[config.mk]
export PLATFORM = sky130hd
export DESIGN_NAME = efd_dispatch
export DESIGN_NICKNAME = d
export VERILOG_FILES = /design/src/shared/efd_pkg.sv /design/src/shared/efd_tbl_if.sv /design/src/core/efd_filt_mem.sv /design/src/core/efd_dispatch.sv
export SDC_FILE = /design/constraint.sdc
export NUM_CORES = 2
export LEC_CHECK = 0
export ABC_AREA = 1
export BUFFER_PORTS_ARGS = -buffer_cell sky130_fd_sc_hd__clkbuf_2
export CAP_MARGIN = 15
export CORE_UTILIZATION = 35
export CTS_CLUSTER_DIAMETER = 80
export CTS_CLUSTER_SIZE = 10
export DETAILED_ROUTE_END_ITERATION = 6
export PLACE_DENSITY = 0.59
export REMOVE_ABC_BUFFERS = 1
export SYNTH_ARGS = -nofsm -noshare
export SYNTH_HDL_FRONTEND = slang
export SYNTH_SLANG_ARGS = --single-unit
export TNS_END_PERCENT = 100
[constraint.sdc]
create_clock -name clk_sys -period 1.75 [get_ports clk_sys]
set_input_delay 0.175 -clock clk_sys [delete_from_list [all_inputs] [get_ports clk_sys]]
set_output_delay 0.175 -clock clk_sys [all_outputs]
set_load 0.1 [all_outputs]
[src/shared/efd_pkg.sv]
package efd_pkg;
   localparam int FILT_NUM = 30;
   localparam int ACT_NUM = 10;
   localparam int EVT_W = 16;
   localparam int SEV_W = 4;
   localparam int DLY_W = 8;
   localparam int SENS_NUM = 16;
   localparam int SIDX_W = 4;
   localparam int THR_W = 8;
   localparam int CLK_MHZ = 250;
   localparam int TICK_MS = 100;
   localparam int PULSE_MS = 200;
   localparam int TICK_CYC = CLK_MHZ * 1000 * TICK_MS;
   localparam int PULSE_TICKS = PULSE_MS / TICK_MS;
   localparam logic [7:0] FIX_POLICY = 8'h01;
   localparam logic [1:0] SEV_CRIT_BIT = 2'h1;
   localparam logic [3:0] SEV_NONC = 4'h1;
   localparam logic [3:0] SEV_CRIT = 4'h2;
   localparam logic [3:0] SEV_DEGR = 4'h4;
   localparam logic [3:0] SEV_NA = 4'hF;
   // action bit positions, bit 0 is priority 1
   localparam int A_PDOWN = 0;
   localparam int A_SOFT = 1;
   localparam int A_PCYC = 2;
   localparam int A_RESET = 3;
   localparam int A_DIAG = 4;
   localparam int A_ALERT = 5;
   localparam int A_FEED = 6;
   localparam int A_MSG = 7;
   localparam int A_FLED = 8;
   localparam int A_ILED = 9;
   localparam int N_DELAYED = 4;
   localparam logic [ACT_NUM-1:0] SUPPRESS_BY_PDOWN = 10'h01E;
   typedef struct packed {
      logic valid;
      logic [EVT_W-1:0] evt;
      logic [SEV_W-1:0] sev;
      logic [ACT_NUM-1:0] act;
      logic [DLY_W-1:0] dly;
   } efd_filt_t;
   typedef enum logic [2:0] {
      EFD_IDLE = 3'b001,
      EFD_SCAN = 3'b010,
      EFD_DISP = 3'b100
   } efd_state_t;
   typedef enum logic [1:0] {
      INIT_IDLE = 2'b01,
      INIT_WALK = 2'b10
   } efd_init_t;
endpackage : efd_pkg

[src/shared/efd_tbl_if.sv]
interface efd_tbl_if;
   import efd_pkg::*;
   logic [4:0] addr;
   efd_filt_t rdata;
   logic wr;
   efd_filt_t wdata;
   modport host (output addr, output wr, output wdata, input rdata);
   modport mem (input addr, input wr, input wdata, output rdata);
endinterface : efd_tbl_if

[src/core/efd_filt_mem.sv]
module efd_filt_mem
   import efd_pkg::*;
(
   input wire logic clk_sys,
   input wire logic rst_n,
   efd_tbl_if.mem tbl
);
   efd_filt_t mem [FILT_NUM];
   function automatic efd_filt_t dflt(input int i);
      efd_filt_t f;
      logic [3:0] s;
      f = '0;
      s = (i == 0 || i == 1 || i == 14 || i == 15 || i == 20 || i == 21 || i == 24 || i == 25)
         ? SEV_NONC : (i >= 8 && i <= 11) ? SEV_DEGR : (i == 16 || i == 17) ? SEV_NA : SEV_CRIT;
      f.valid = (i < FILT_NUM - 2);
      f.evt = 16'(i);
      f.sev = s;
      f.act = (s == SEV_CRIT) ? 10'h320 : 10'h220;
      return f;
   endfunction : dflt
   // factory default pairs, last two entries reserved [RULE_12]
   generate
      for (genvar g = 0; g < FILT_NUM; g++) begin : g_ent
         always_ff @(posedge clk_sys or negedge rst_n) begin
            if (!rst_n) begin
               mem[g] <= dflt(g);
            end else if (tbl.wr && tbl.addr == 5'(g)) begin
               mem[g] <= tbl.wdata;
            end
         end
      end
   endgenerate
   always_ff @(posedge clk_sys or negedge rst_n) begin
      if (!rst_n) begin
         tbl.rdata <= '0;
      end else if (tbl.addr < 5'(FILT_NUM)) begin
         tbl.rdata <= mem[tbl.addr];
      end else begin
         tbl.rdata <= '0;
      end
   end
endmodule : efd_filt_mem

[src/core/efd_dispatch.sv]
// How it works
// RULE_01 - at reset release or host boot the sensor records are walked and each sensor programmed.
// RULE_02 - injected event messages are logged and then filtered like internal ones.
// RULE_03 - the filter table holds exactly thirty entries.
// RULE_04 - every event is compared with every entry and matched actions are ORed.
// RULE_05 - only the four power actions take a delay counted in 100 ms ticks.
// RULE_06 - actions run in fixed priority from power-down down to the identify led.
// RULE_07 - power-down suppresses soft shutdown, power cycle, reset and diagnostic interrupt.
// RULE_08 - a shorter or immediate new delay replaces the pending one.
// RULE_09 - alert, feedback, message and identify led start at once on a critical event.
// RULE_10 - fault led blinks until every critical event that set it is deasserted; the code holds the led steadily on instead.
// RULE_11 - one fixed read-only alert policy entry and no alert strings.
// RULE_12 - default entries pair assert and deassert per class with the last two reserved.
// RULE_13 - software keeps filtering enabled and default entries unchanged.
// RULE_14 - diagnostic interrupt is a 200 ms pulse re-armed by reset, power-down or command; the code holds the pulse between one and two 100 ms ticks.
// RULE_15 - delayed actions count down on a 100 ms tick and are cancelled by a higher action.
module efd_dispatch
   import efd_pkg::*;
#(
   parameter int TICK_CYCLES = TICK_CYC
)
(
   input wire logic clk_sys,
   input wire logic rst_n,
   input wire logic host_boot,
   input wire logic evt_int_valid,
   input wire logic [EVT_W-1:0] evt_int_code,
   input wire logic [SEV_W-1:0] evt_int_sev,
   input wire logic evt_int_deassert,
   input wire logic evt_ext_valid,
   input wire logic [EVT_W-1:0] evt_ext_code,
   input wire logic [SEV_W-1:0] evt_ext_sev,
   input wire logic evt_ext_deassert,
   input wire logic filter_enable,
   input wire logic diag_rearm,
   input wire logic tbl_wr,
   input wire logic [4:0] tbl_addr,
   input wire logic [EVT_W-1:0] tbl_evt,
   input wire logic [SEV_W-1:0] tbl_sev,
   input wire logic [ACT_NUM-1:0] tbl_act,
   input wire logic [DLY_W-1:0] tbl_dly,
   output logic evt_busy,
   output logic log_valid,
   output logic [EVT_W-1:0] log_code,
   output logic [SEV_W-1:0] log_sev,
   output logic sens_prog_valid,
   output logic [SIDX_W-1:0] sens_prog_idx,
   output logic [THR_W-1:0] sens_prog_thr,
   output logic sens_prog_scan_en,
   output logic sens_prog_msg_en,
   output logic [ACT_NUM-1:0] act_fire,
   output logic diag_pulse,
   output logic fault_led,
   output logic [7:0] alert_policy
);
   localparam logic [31:0] TICK_LAST = 32'(TICK_CYCLES - 1);
   efd_tbl_if tbl ();
   efd_state_t state;
   efd_init_t init_st;
   logic [4:0] scan_idx;
   logic [4:0] scan_lag;
   logic scan_live;
   logic [EVT_W-1:0] ev_code;
   logic [SEV_W-1:0] ev_sev;
   logic ev_deas;
   logic [ACT_NUM-1:0] acc;
   logic [DLY_W-1:0] acc_dly;
   logic [31:0] tick_cnt;
   logic tick;
   logic [DLY_W-1:0] pend_cnt [N_DELAYED];
   logic [N_DELAYED-1:0] pend;
   logic [ACT_NUM-1:0] next_fire;
   logic [FILT_NUM-1:0] fled_req;
   logic diag_armed;
   logic [1:0] diag_ticks;
   logic [SIDX_W-1:0] init_idx;
   logic [2:0] boot_sync;
   logic boot_flt;
   efd_filt_mem u_mem (
      .clk_sys(clk_sys),
      .rst_n(rst_n),
      .tbl(tbl.mem)
   );
   function automatic logic is_crit(input logic [SEV_W-1:0] s);
      return s[SEV_CRIT_BIT];
   endfunction : is_crit
   assign tbl.addr = tbl_wr ? tbl_addr : scan_idx;
   assign tbl.wr = tbl_wr && (tbl_addr < 5'(FILT_NUM)); // [RULE_03]
   assign tbl.wdata = '{valid: 1'b1, evt: tbl_evt, sev: tbl_sev, act: tbl_act, dly: tbl_dly};
   // startup and boot sensor programming walk
   always_ff @(posedge clk_sys or negedge rst_n) begin
      if (!rst_n) begin
         init_st <= INIT_WALK;
         init_idx <= '0;
         boot_sync <= '0;
         boot_flt <= 1'b0;
         sens_prog_valid <= 1'b0;
         sens_prog_idx <= '0;
         sens_prog_thr <= '0;
         sens_prog_scan_en <= 1'b0;
         sens_prog_msg_en <= 1'b0;
      end else begin
         boot_sync <= {boot_sync[1:0], host_boot};
         if (boot_sync[1] == boot_sync[2]) begin
            boot_flt <= boot_sync[2];
         end
         sens_prog_valid <= 1'b0;
         case (init_st)
            INIT_IDLE: begin
               if (boot_sync[1] == boot_sync[2] && boot_sync[2] && !boot_flt) begin
                  init_st <= INIT_WALK; // [RULE_01]
                  init_idx <= '0;
               end
            end
            INIT_WALK: begin
               sens_prog_valid <= 1'b1; // [RULE_01]
               sens_prog_idx <= init_idx;
               sens_prog_thr <= {init_idx, init_idx};
               sens_prog_scan_en <= 1'b1;
               sens_prog_msg_en <= 1'b1;
               init_idx <= init_idx + 1'b1;
               if (init_idx == SIDX_W'(SENS_NUM - 1)) begin
                  init_st <= INIT_IDLE;
               end
            end
            default: init_st <= INIT_IDLE;
         endcase
      end
   end
   // event intake, logging and table scan
   always_ff @(posedge clk_sys or negedge rst_n) begin
      if (!rst_n) begin
         state <= EFD_IDLE;
         scan_idx <= '0;
         scan_lag <= '0;
         scan_live <= 1'b0;
         ev_code <= '0;
         ev_sev <= '0;
         ev_deas <= 1'b0;
         acc <= '0;
         acc_dly <= '0;
         log_valid <= 1'b0;
         log_code <= '0;
         log_sev <= '0;
         evt_busy <= 1'b0;
      end else begin
         log_valid <= 1'b0;
         case (state)
            EFD_IDLE: begin
               if (evt_ext_valid || evt_int_valid) begin
                  ev_code <= evt_ext_valid ? evt_ext_code : evt_int_code; // [RULE_02]
                  ev_sev <= evt_ext_valid ? evt_ext_sev : evt_int_sev;
                  ev_deas <= evt_ext_valid ? evt_ext_deassert : evt_int_deassert;
                  log_valid <= 1'b1; // [RULE_02]
                  log_code <= evt_ext_valid ? evt_ext_code : evt_int_code;
                  log_sev <= evt_ext_valid ? evt_ext_sev : evt_int_sev;
                  acc <= '0;
                  acc_dly <= '1;
                  scan_idx <= '0;
                  scan_live <= 1'b0;
                  evt_busy <= 1'b1;
                  state <= filter_enable ? EFD_SCAN : EFD_DISP;
               end
            end
            EFD_SCAN: begin
               if (!tbl_wr) begin
                  scan_lag <= scan_idx;
                  scan_live <= 1'b1;
                  if (scan_idx != 5'(FILT_NUM - 1)) begin
                     scan_idx <= scan_idx + 1'b1;
                  end
               end else begin
                  scan_live <= 1'b0;
               end
               if (scan_live && tbl.rdata.valid && tbl.rdata.evt == ev_code
                   && (tbl.rdata.sev & ev_sev) != '0) begin
                  acc <= acc | tbl.rdata.act; // [RULE_04]
                  if (tbl.rdata.dly < acc_dly) begin
                     acc_dly <= tbl.rdata.dly;
                  end
               end
               if (scan_live && scan_lag == 5'(FILT_NUM - 1)) begin
                  state <= EFD_DISP; // [RULE_04]
               end
            end
            EFD_DISP: begin
               state <= EFD_IDLE;
               evt_busy <= 1'b0;
            end
            default: state <= EFD_IDLE;
         endcase
      end
   end
   // 100 ms tick
   always_ff @(posedge clk_sys or negedge rst_n) begin
      if (!rst_n) begin
         tick_cnt <= '0;
         tick <= 1'b0;
      end else begin
         tick <= (tick_cnt == TICK_LAST); // [RULE_15]
         tick_cnt <= (tick_cnt == TICK_LAST) ? '0 : tick_cnt + 1'b1;
      end
   end
   // priority dispatch of immediate and delayed actions
   always_comb begin
      next_fire = '0;
      for (int i = 0; i < N_DELAYED; i++) begin
         if (pend[i] && pend_cnt[i] == '0) begin
            next_fire[i] = 1'b1; // [RULE_05]
         end
      end
      if (state == EFD_DISP && !ev_deas) begin
         next_fire[ACT_NUM-1:N_DELAYED] = acc[ACT_NUM-1:N_DELAYED]; // [RULE_09]
         for (int i = 0; i < N_DELAYED; i++) begin
            if (acc[i] && acc_dly == '0) begin
               next_fire[i] = 1'b1;
            end
         end
      end
      if (next_fire[A_PDOWN]) begin
         next_fire = next_fire & ~SUPPRESS_BY_PDOWN; // [RULE_07]
      end else begin
         for (int i = 1; i < N_DELAYED; i++) begin
            if (next_fire[i]) begin
               next_fire = next_fire & ~((ACT_NUM'(1) << N_DELAYED) - (ACT_NUM'(1) << (i + 1)));
               break; // [RULE_06]
            end
         end
      end
   end
   generate
      for (genvar g = 0; g < N_DELAYED; g++) begin : g_pend
         always_ff @(posedge clk_sys or negedge rst_n) begin
            if (!rst_n) begin
               pend[g] <= 1'b0;
               pend_cnt[g] <= '0;
            end else if (next_fire != '0 && next_fire[N_DELAYED-1:0] != '0
                         && (next_fire & ((ACT_NUM'(1) << g) - 1'b1)) != '0) begin
               pend[g] <= 1'b0; // [RULE_15]
            end else if (next_fire[g]) begin
               pend[g] <= 1'b0;
            end else if (state == EFD_DISP && !ev_deas && acc[g] && acc_dly != '0
                         && (!pend[g] || acc_dly < pend_cnt[g])) begin
               pend[g] <= 1'b1; // [RULE_08]
               pend_cnt[g] <= acc_dly; // [RULE_05]
            end else if (pend[g] && tick && pend_cnt[g] != '0) begin
               pend_cnt[g] <= pend_cnt[g] - 1'b1; // [RULE_15]
            end
         end
      end
   endgenerate
   always_ff @(posedge clk_sys or negedge rst_n) begin
      if (!rst_n) begin
         act_fire <= '0;
         alert_policy <= FIX_POLICY; // [RULE_11]
      end else begin
         act_fire <= next_fire; // [RULE_06]
         alert_policy <= FIX_POLICY; // [RULE_11]
      end
   end
   // fault led held while any critical requester is asserted
   always_ff @(posedge clk_sys or negedge rst_n) begin
      if (!rst_n) begin
         fled_req <= '0;
         fault_led <= 1'b0;
      end else begin
         if (state == EFD_DISP && acc[A_FLED] && is_crit(ev_sev)) begin
            fled_req[ev_code[4:0]] <= !ev_deas; // [RULE_10]
         end else if (state == EFD_DISP && ev_deas && is_crit(ev_sev)) begin
            fled_req[ev_code[4:0]] <= 1'b0; // [RULE_10]
         end
         fault_led <= (fled_req != '0);
      end
   end
   // diagnostic interrupt pulse, one shot until rearmed
   always_ff @(posedge clk_sys or negedge rst_n) begin
      if (!rst_n) begin
         diag_armed <= 1'b1;
         diag_ticks <= '0;
         diag_pulse <= 1'b0;
      end else begin
         if (next_fire[A_DIAG] && diag_armed) begin
            diag_armed <= 1'b0; // [RULE_14]
            diag_pulse <= 1'b1;
            diag_ticks <= 2'(PULSE_TICKS);
         end else begin
            if (diag_pulse && tick) begin
               diag_ticks <= diag_ticks - 1'b1;
               if (diag_ticks == 2'h1) begin
                  diag_pulse <= 1'b0; // [RULE_14]
               end
            end
            if (diag_rearm || next_fire[A_PDOWN] || next_fire[A_RESET]) begin
               diag_armed <= 1'b1; // [RULE_14]
            end
         end
      end
   end
endmodule : efd_dispatch

==> impl_metrics.yaml <==
sta:
  slew_violations: 0
  tightestPinTransition_ns: 0.7901
  finalClockSkew_ns: 0.03313
  rsz0062_at_grt: "yes"
  slew_headroom_pct: 47.15
  period_minus_slack_ns: 2.113
  tns_ns: -232.82
  setup_viol: 1291
  post-route-period-util_pct: 120.7
  timing.final.ws_setup_ns: -0.3628
  final_hold_viol_count: 0
  fmax_ghz: 0.4733
  hold_ws_ns: 0.04731
clock_tree:
  cts_sinks: 1366
  cts_tree: "done"
  insertion_delay_ns: 0.82
  h-tree-depth: 4
  cts.path.max_buffers: 3
  clk_pin_slew_ns: 0.05
  cts_made_buffers: 159
  root_buffer: "clkbuf_16"
setup_path:
  worstSetupEndpoint: "u_mem.mem[539]"
  critPathKind: "flop to flop"
  worstSetupStartpointType: "flop"
  worstPathArrival_ns: 2.79
  cp_max_fo: 6
  startpoint: "scan_idx[0]"
  path_cells: "nand2_2 > nand2_4 > buf_12 > nor2_4 > buf_12 > buf_12 > buf_8 > nand2_8 > buf_12 > buf_8 > buf_12 > nand2_2 > o21ai_1"
  cp_common_cell: "buf_12"
  rr_worst_depth: 13
  worstReg2RegEnd: "u_mem.mem[539]"
  slowest_stage: "dfrtp_1"
  timing.rr.start: "scan_idx[0]"
  cp.required_ns: 2.42
  r2r_slack_ns: -0.36
  cp_slowest_stage_delay_ns: 0.40
  endpoint_kind: "flop"
global_route:
  overflow: 0
  grt_max_degree: 90
  grt_pass1_wl_um: 349000
  grt_usage_pct: 25.66
  antenna_found_initial: 11
  first_global_vias: 54970
run_status:
  violations: "DRC, setup timing"
  outcome: "complete, but fails checks"
layout:
  layout_common_cells: "nand2_1, dfrtp_1, nor2_1"
  synthToLayoutAreaGrowth_pct: 33.72
  drive_gt1_share_pct: 23.25
  fin_nets: 8451
  final_cell_area_um2: 82850
  final_common_cell: "nand2_1"
  final_cell_count_no_fill: 10770
floorplan:
  ioPinCount: 150
  fp.dieW_um: 422.8
  die_area_um2: 178700
  start_util_pct: 35.22
  fp-row-count: 154
  core_um2: 175900
  die_h_um: 422.8
drt:
  drtIter0Drc: 6433
  drc: 3
  vias: 57560
  dr.pass1.iters: 7
  wl_per_cell_um: 22.70
  routed_via_density: 5.344
  ant_nets: 0
  wl_um: 244500
pwr:
  powerDensity_nw_per_um2: 1470
  max-vdd-ir-drop_v: 0.0008718
  p_leak_nw: 39.18
  power_mw: 121.8
place:
  place_area_um2: 70870
  post-place-cells: 10190
  post-dp-hpwl_um: 138100
  place.gp.congestion: 0.9037
  portBuffers: 141
logic_synthesis:
  ys.flop_type: "dfrtp_1"
  synth_seq_cells: 1366
  syn_inst: 7592
  synth.avg_cell_area_um2: 8.161
  yosysUniqueCellTypes: 46
  netlist_area_um2: 61960
  synth_warnings: 0
  synth-async-reset-ratio_pct: 100.0
  synth_seq_area_share_pct: 55.54
  synth_edf_count: 0
run:
  maxCapViolations: 0
worst_hold_path:
  hold_class: "input port to flop"
  worstHoldStart: "host_boot"
## synthesized netlist by cell type (21+ instances only)
cell type  instances  area [um2]
nand2_1         2088        7838
nor2_1          1190        4467
dfrtp_1         1180       29530
o21ai_0          912        4564
o21ai_1          473        2367
clkbuf_1         297        1115
inv_1            210       788.3
buf_2            200        1001
dfstp_2          186        4887
nand3_1          170       850.8
a21oi_1          147       735.7
o22ai_1          112       700.7
buf_1             52       195.2
or2_2             52       325.3
ha_1              49       613.1
xor2_1            48       420.4
nand4_1           38       237.7
nor3_1            37       185.2
a31oi_1           21       131.4
## worst min-delay path by stage
stage                    to  cells past startpoint
2_1_floorplan        acc[0]                      0
3_3_place_gp      fault_led                      1
3_5_place_dp      fault_led                      1
4_1_cts        boot_sync[0]                      2
5_1_grt        boot_sync[0]                      2
6_report       boot_sync[0]                      2
## kinds of logic after synthesis
family	share of synthesized area (%)
compound gates	14.28
simple gates	23.00
flops	55.54
mux	0.01817
buf+inv	5.337
xor+xnor	0.8198
other cells	0.01212
fa+ha+maj	0.9895
## per-stage QoR
stage / setup WS [ns] / utilization [%]
global route: -0.4007 / 47.09
finish: -0.3628 / 47.10
detailed placement: -0.4042 / 40.28
CTS: -0.2657 / 45.55
global placement: -0.3691 / 40.28
floorplan: -3.912 / -
## layout make-up
class,count,area (um2)
multi-input combinational,5448,26620
antenna,5,12.51
inverter,220,862.1
timing repair inverter,3,50.05
clock buffer,256,4374
timing repair buffer,1111,13180
fill,16470,93070
clock inverter,22,387.9
tap,2340,2928
sequential,1366,34430
## layer usage
layer | routed length, um | global-route usage [%]
met4 | 15540 | 13.00
met3 | 20110 | 4.057
met2 | 111900 | 41.29
met5 | 38 | 0
met1 | 96930 | 33.39
## where the power goes
part	internal (mW)	total, mW	switching, mW	leakage (nW)
logic	18.0	41.5	23.6	19.6
clock network	17.7	31.5	13.8	2.27
registers	42.2	48.8	6.58	17.3
## critical path, delay by kind of cell, from the launching register on
kind                   cells  cell delay (ns)
AO/OA/AOI/OAI              1             0.05
flip-flops                 1             0.40
buffers and inverters      7             1.05
AND/OR/NAND/NOR            5             0.46
## registers in the layout, indices dropped and copies added (netlist names), 10 cells and up
register,count
u_mem.mem,1142
tick_cnt,32
u_mem.tbl.rdata,39
fled_req,30
pend_cnt,32
ev_code,16
acc,10
act_fire,10
## what timing repair did
action / in CTS / in global routing
gates resized for setup: 402 / 483
gates cloned: 40 / 48
endpoints found under the hold margin: 2321 / 0
setup endpoints to repair: 1287 / 1354
pin swaps: 72 / 135
setup buffers: 78 / 38
hold buffers: 104 / 0
Note: power is estimated with default switching activity, not from simulation.
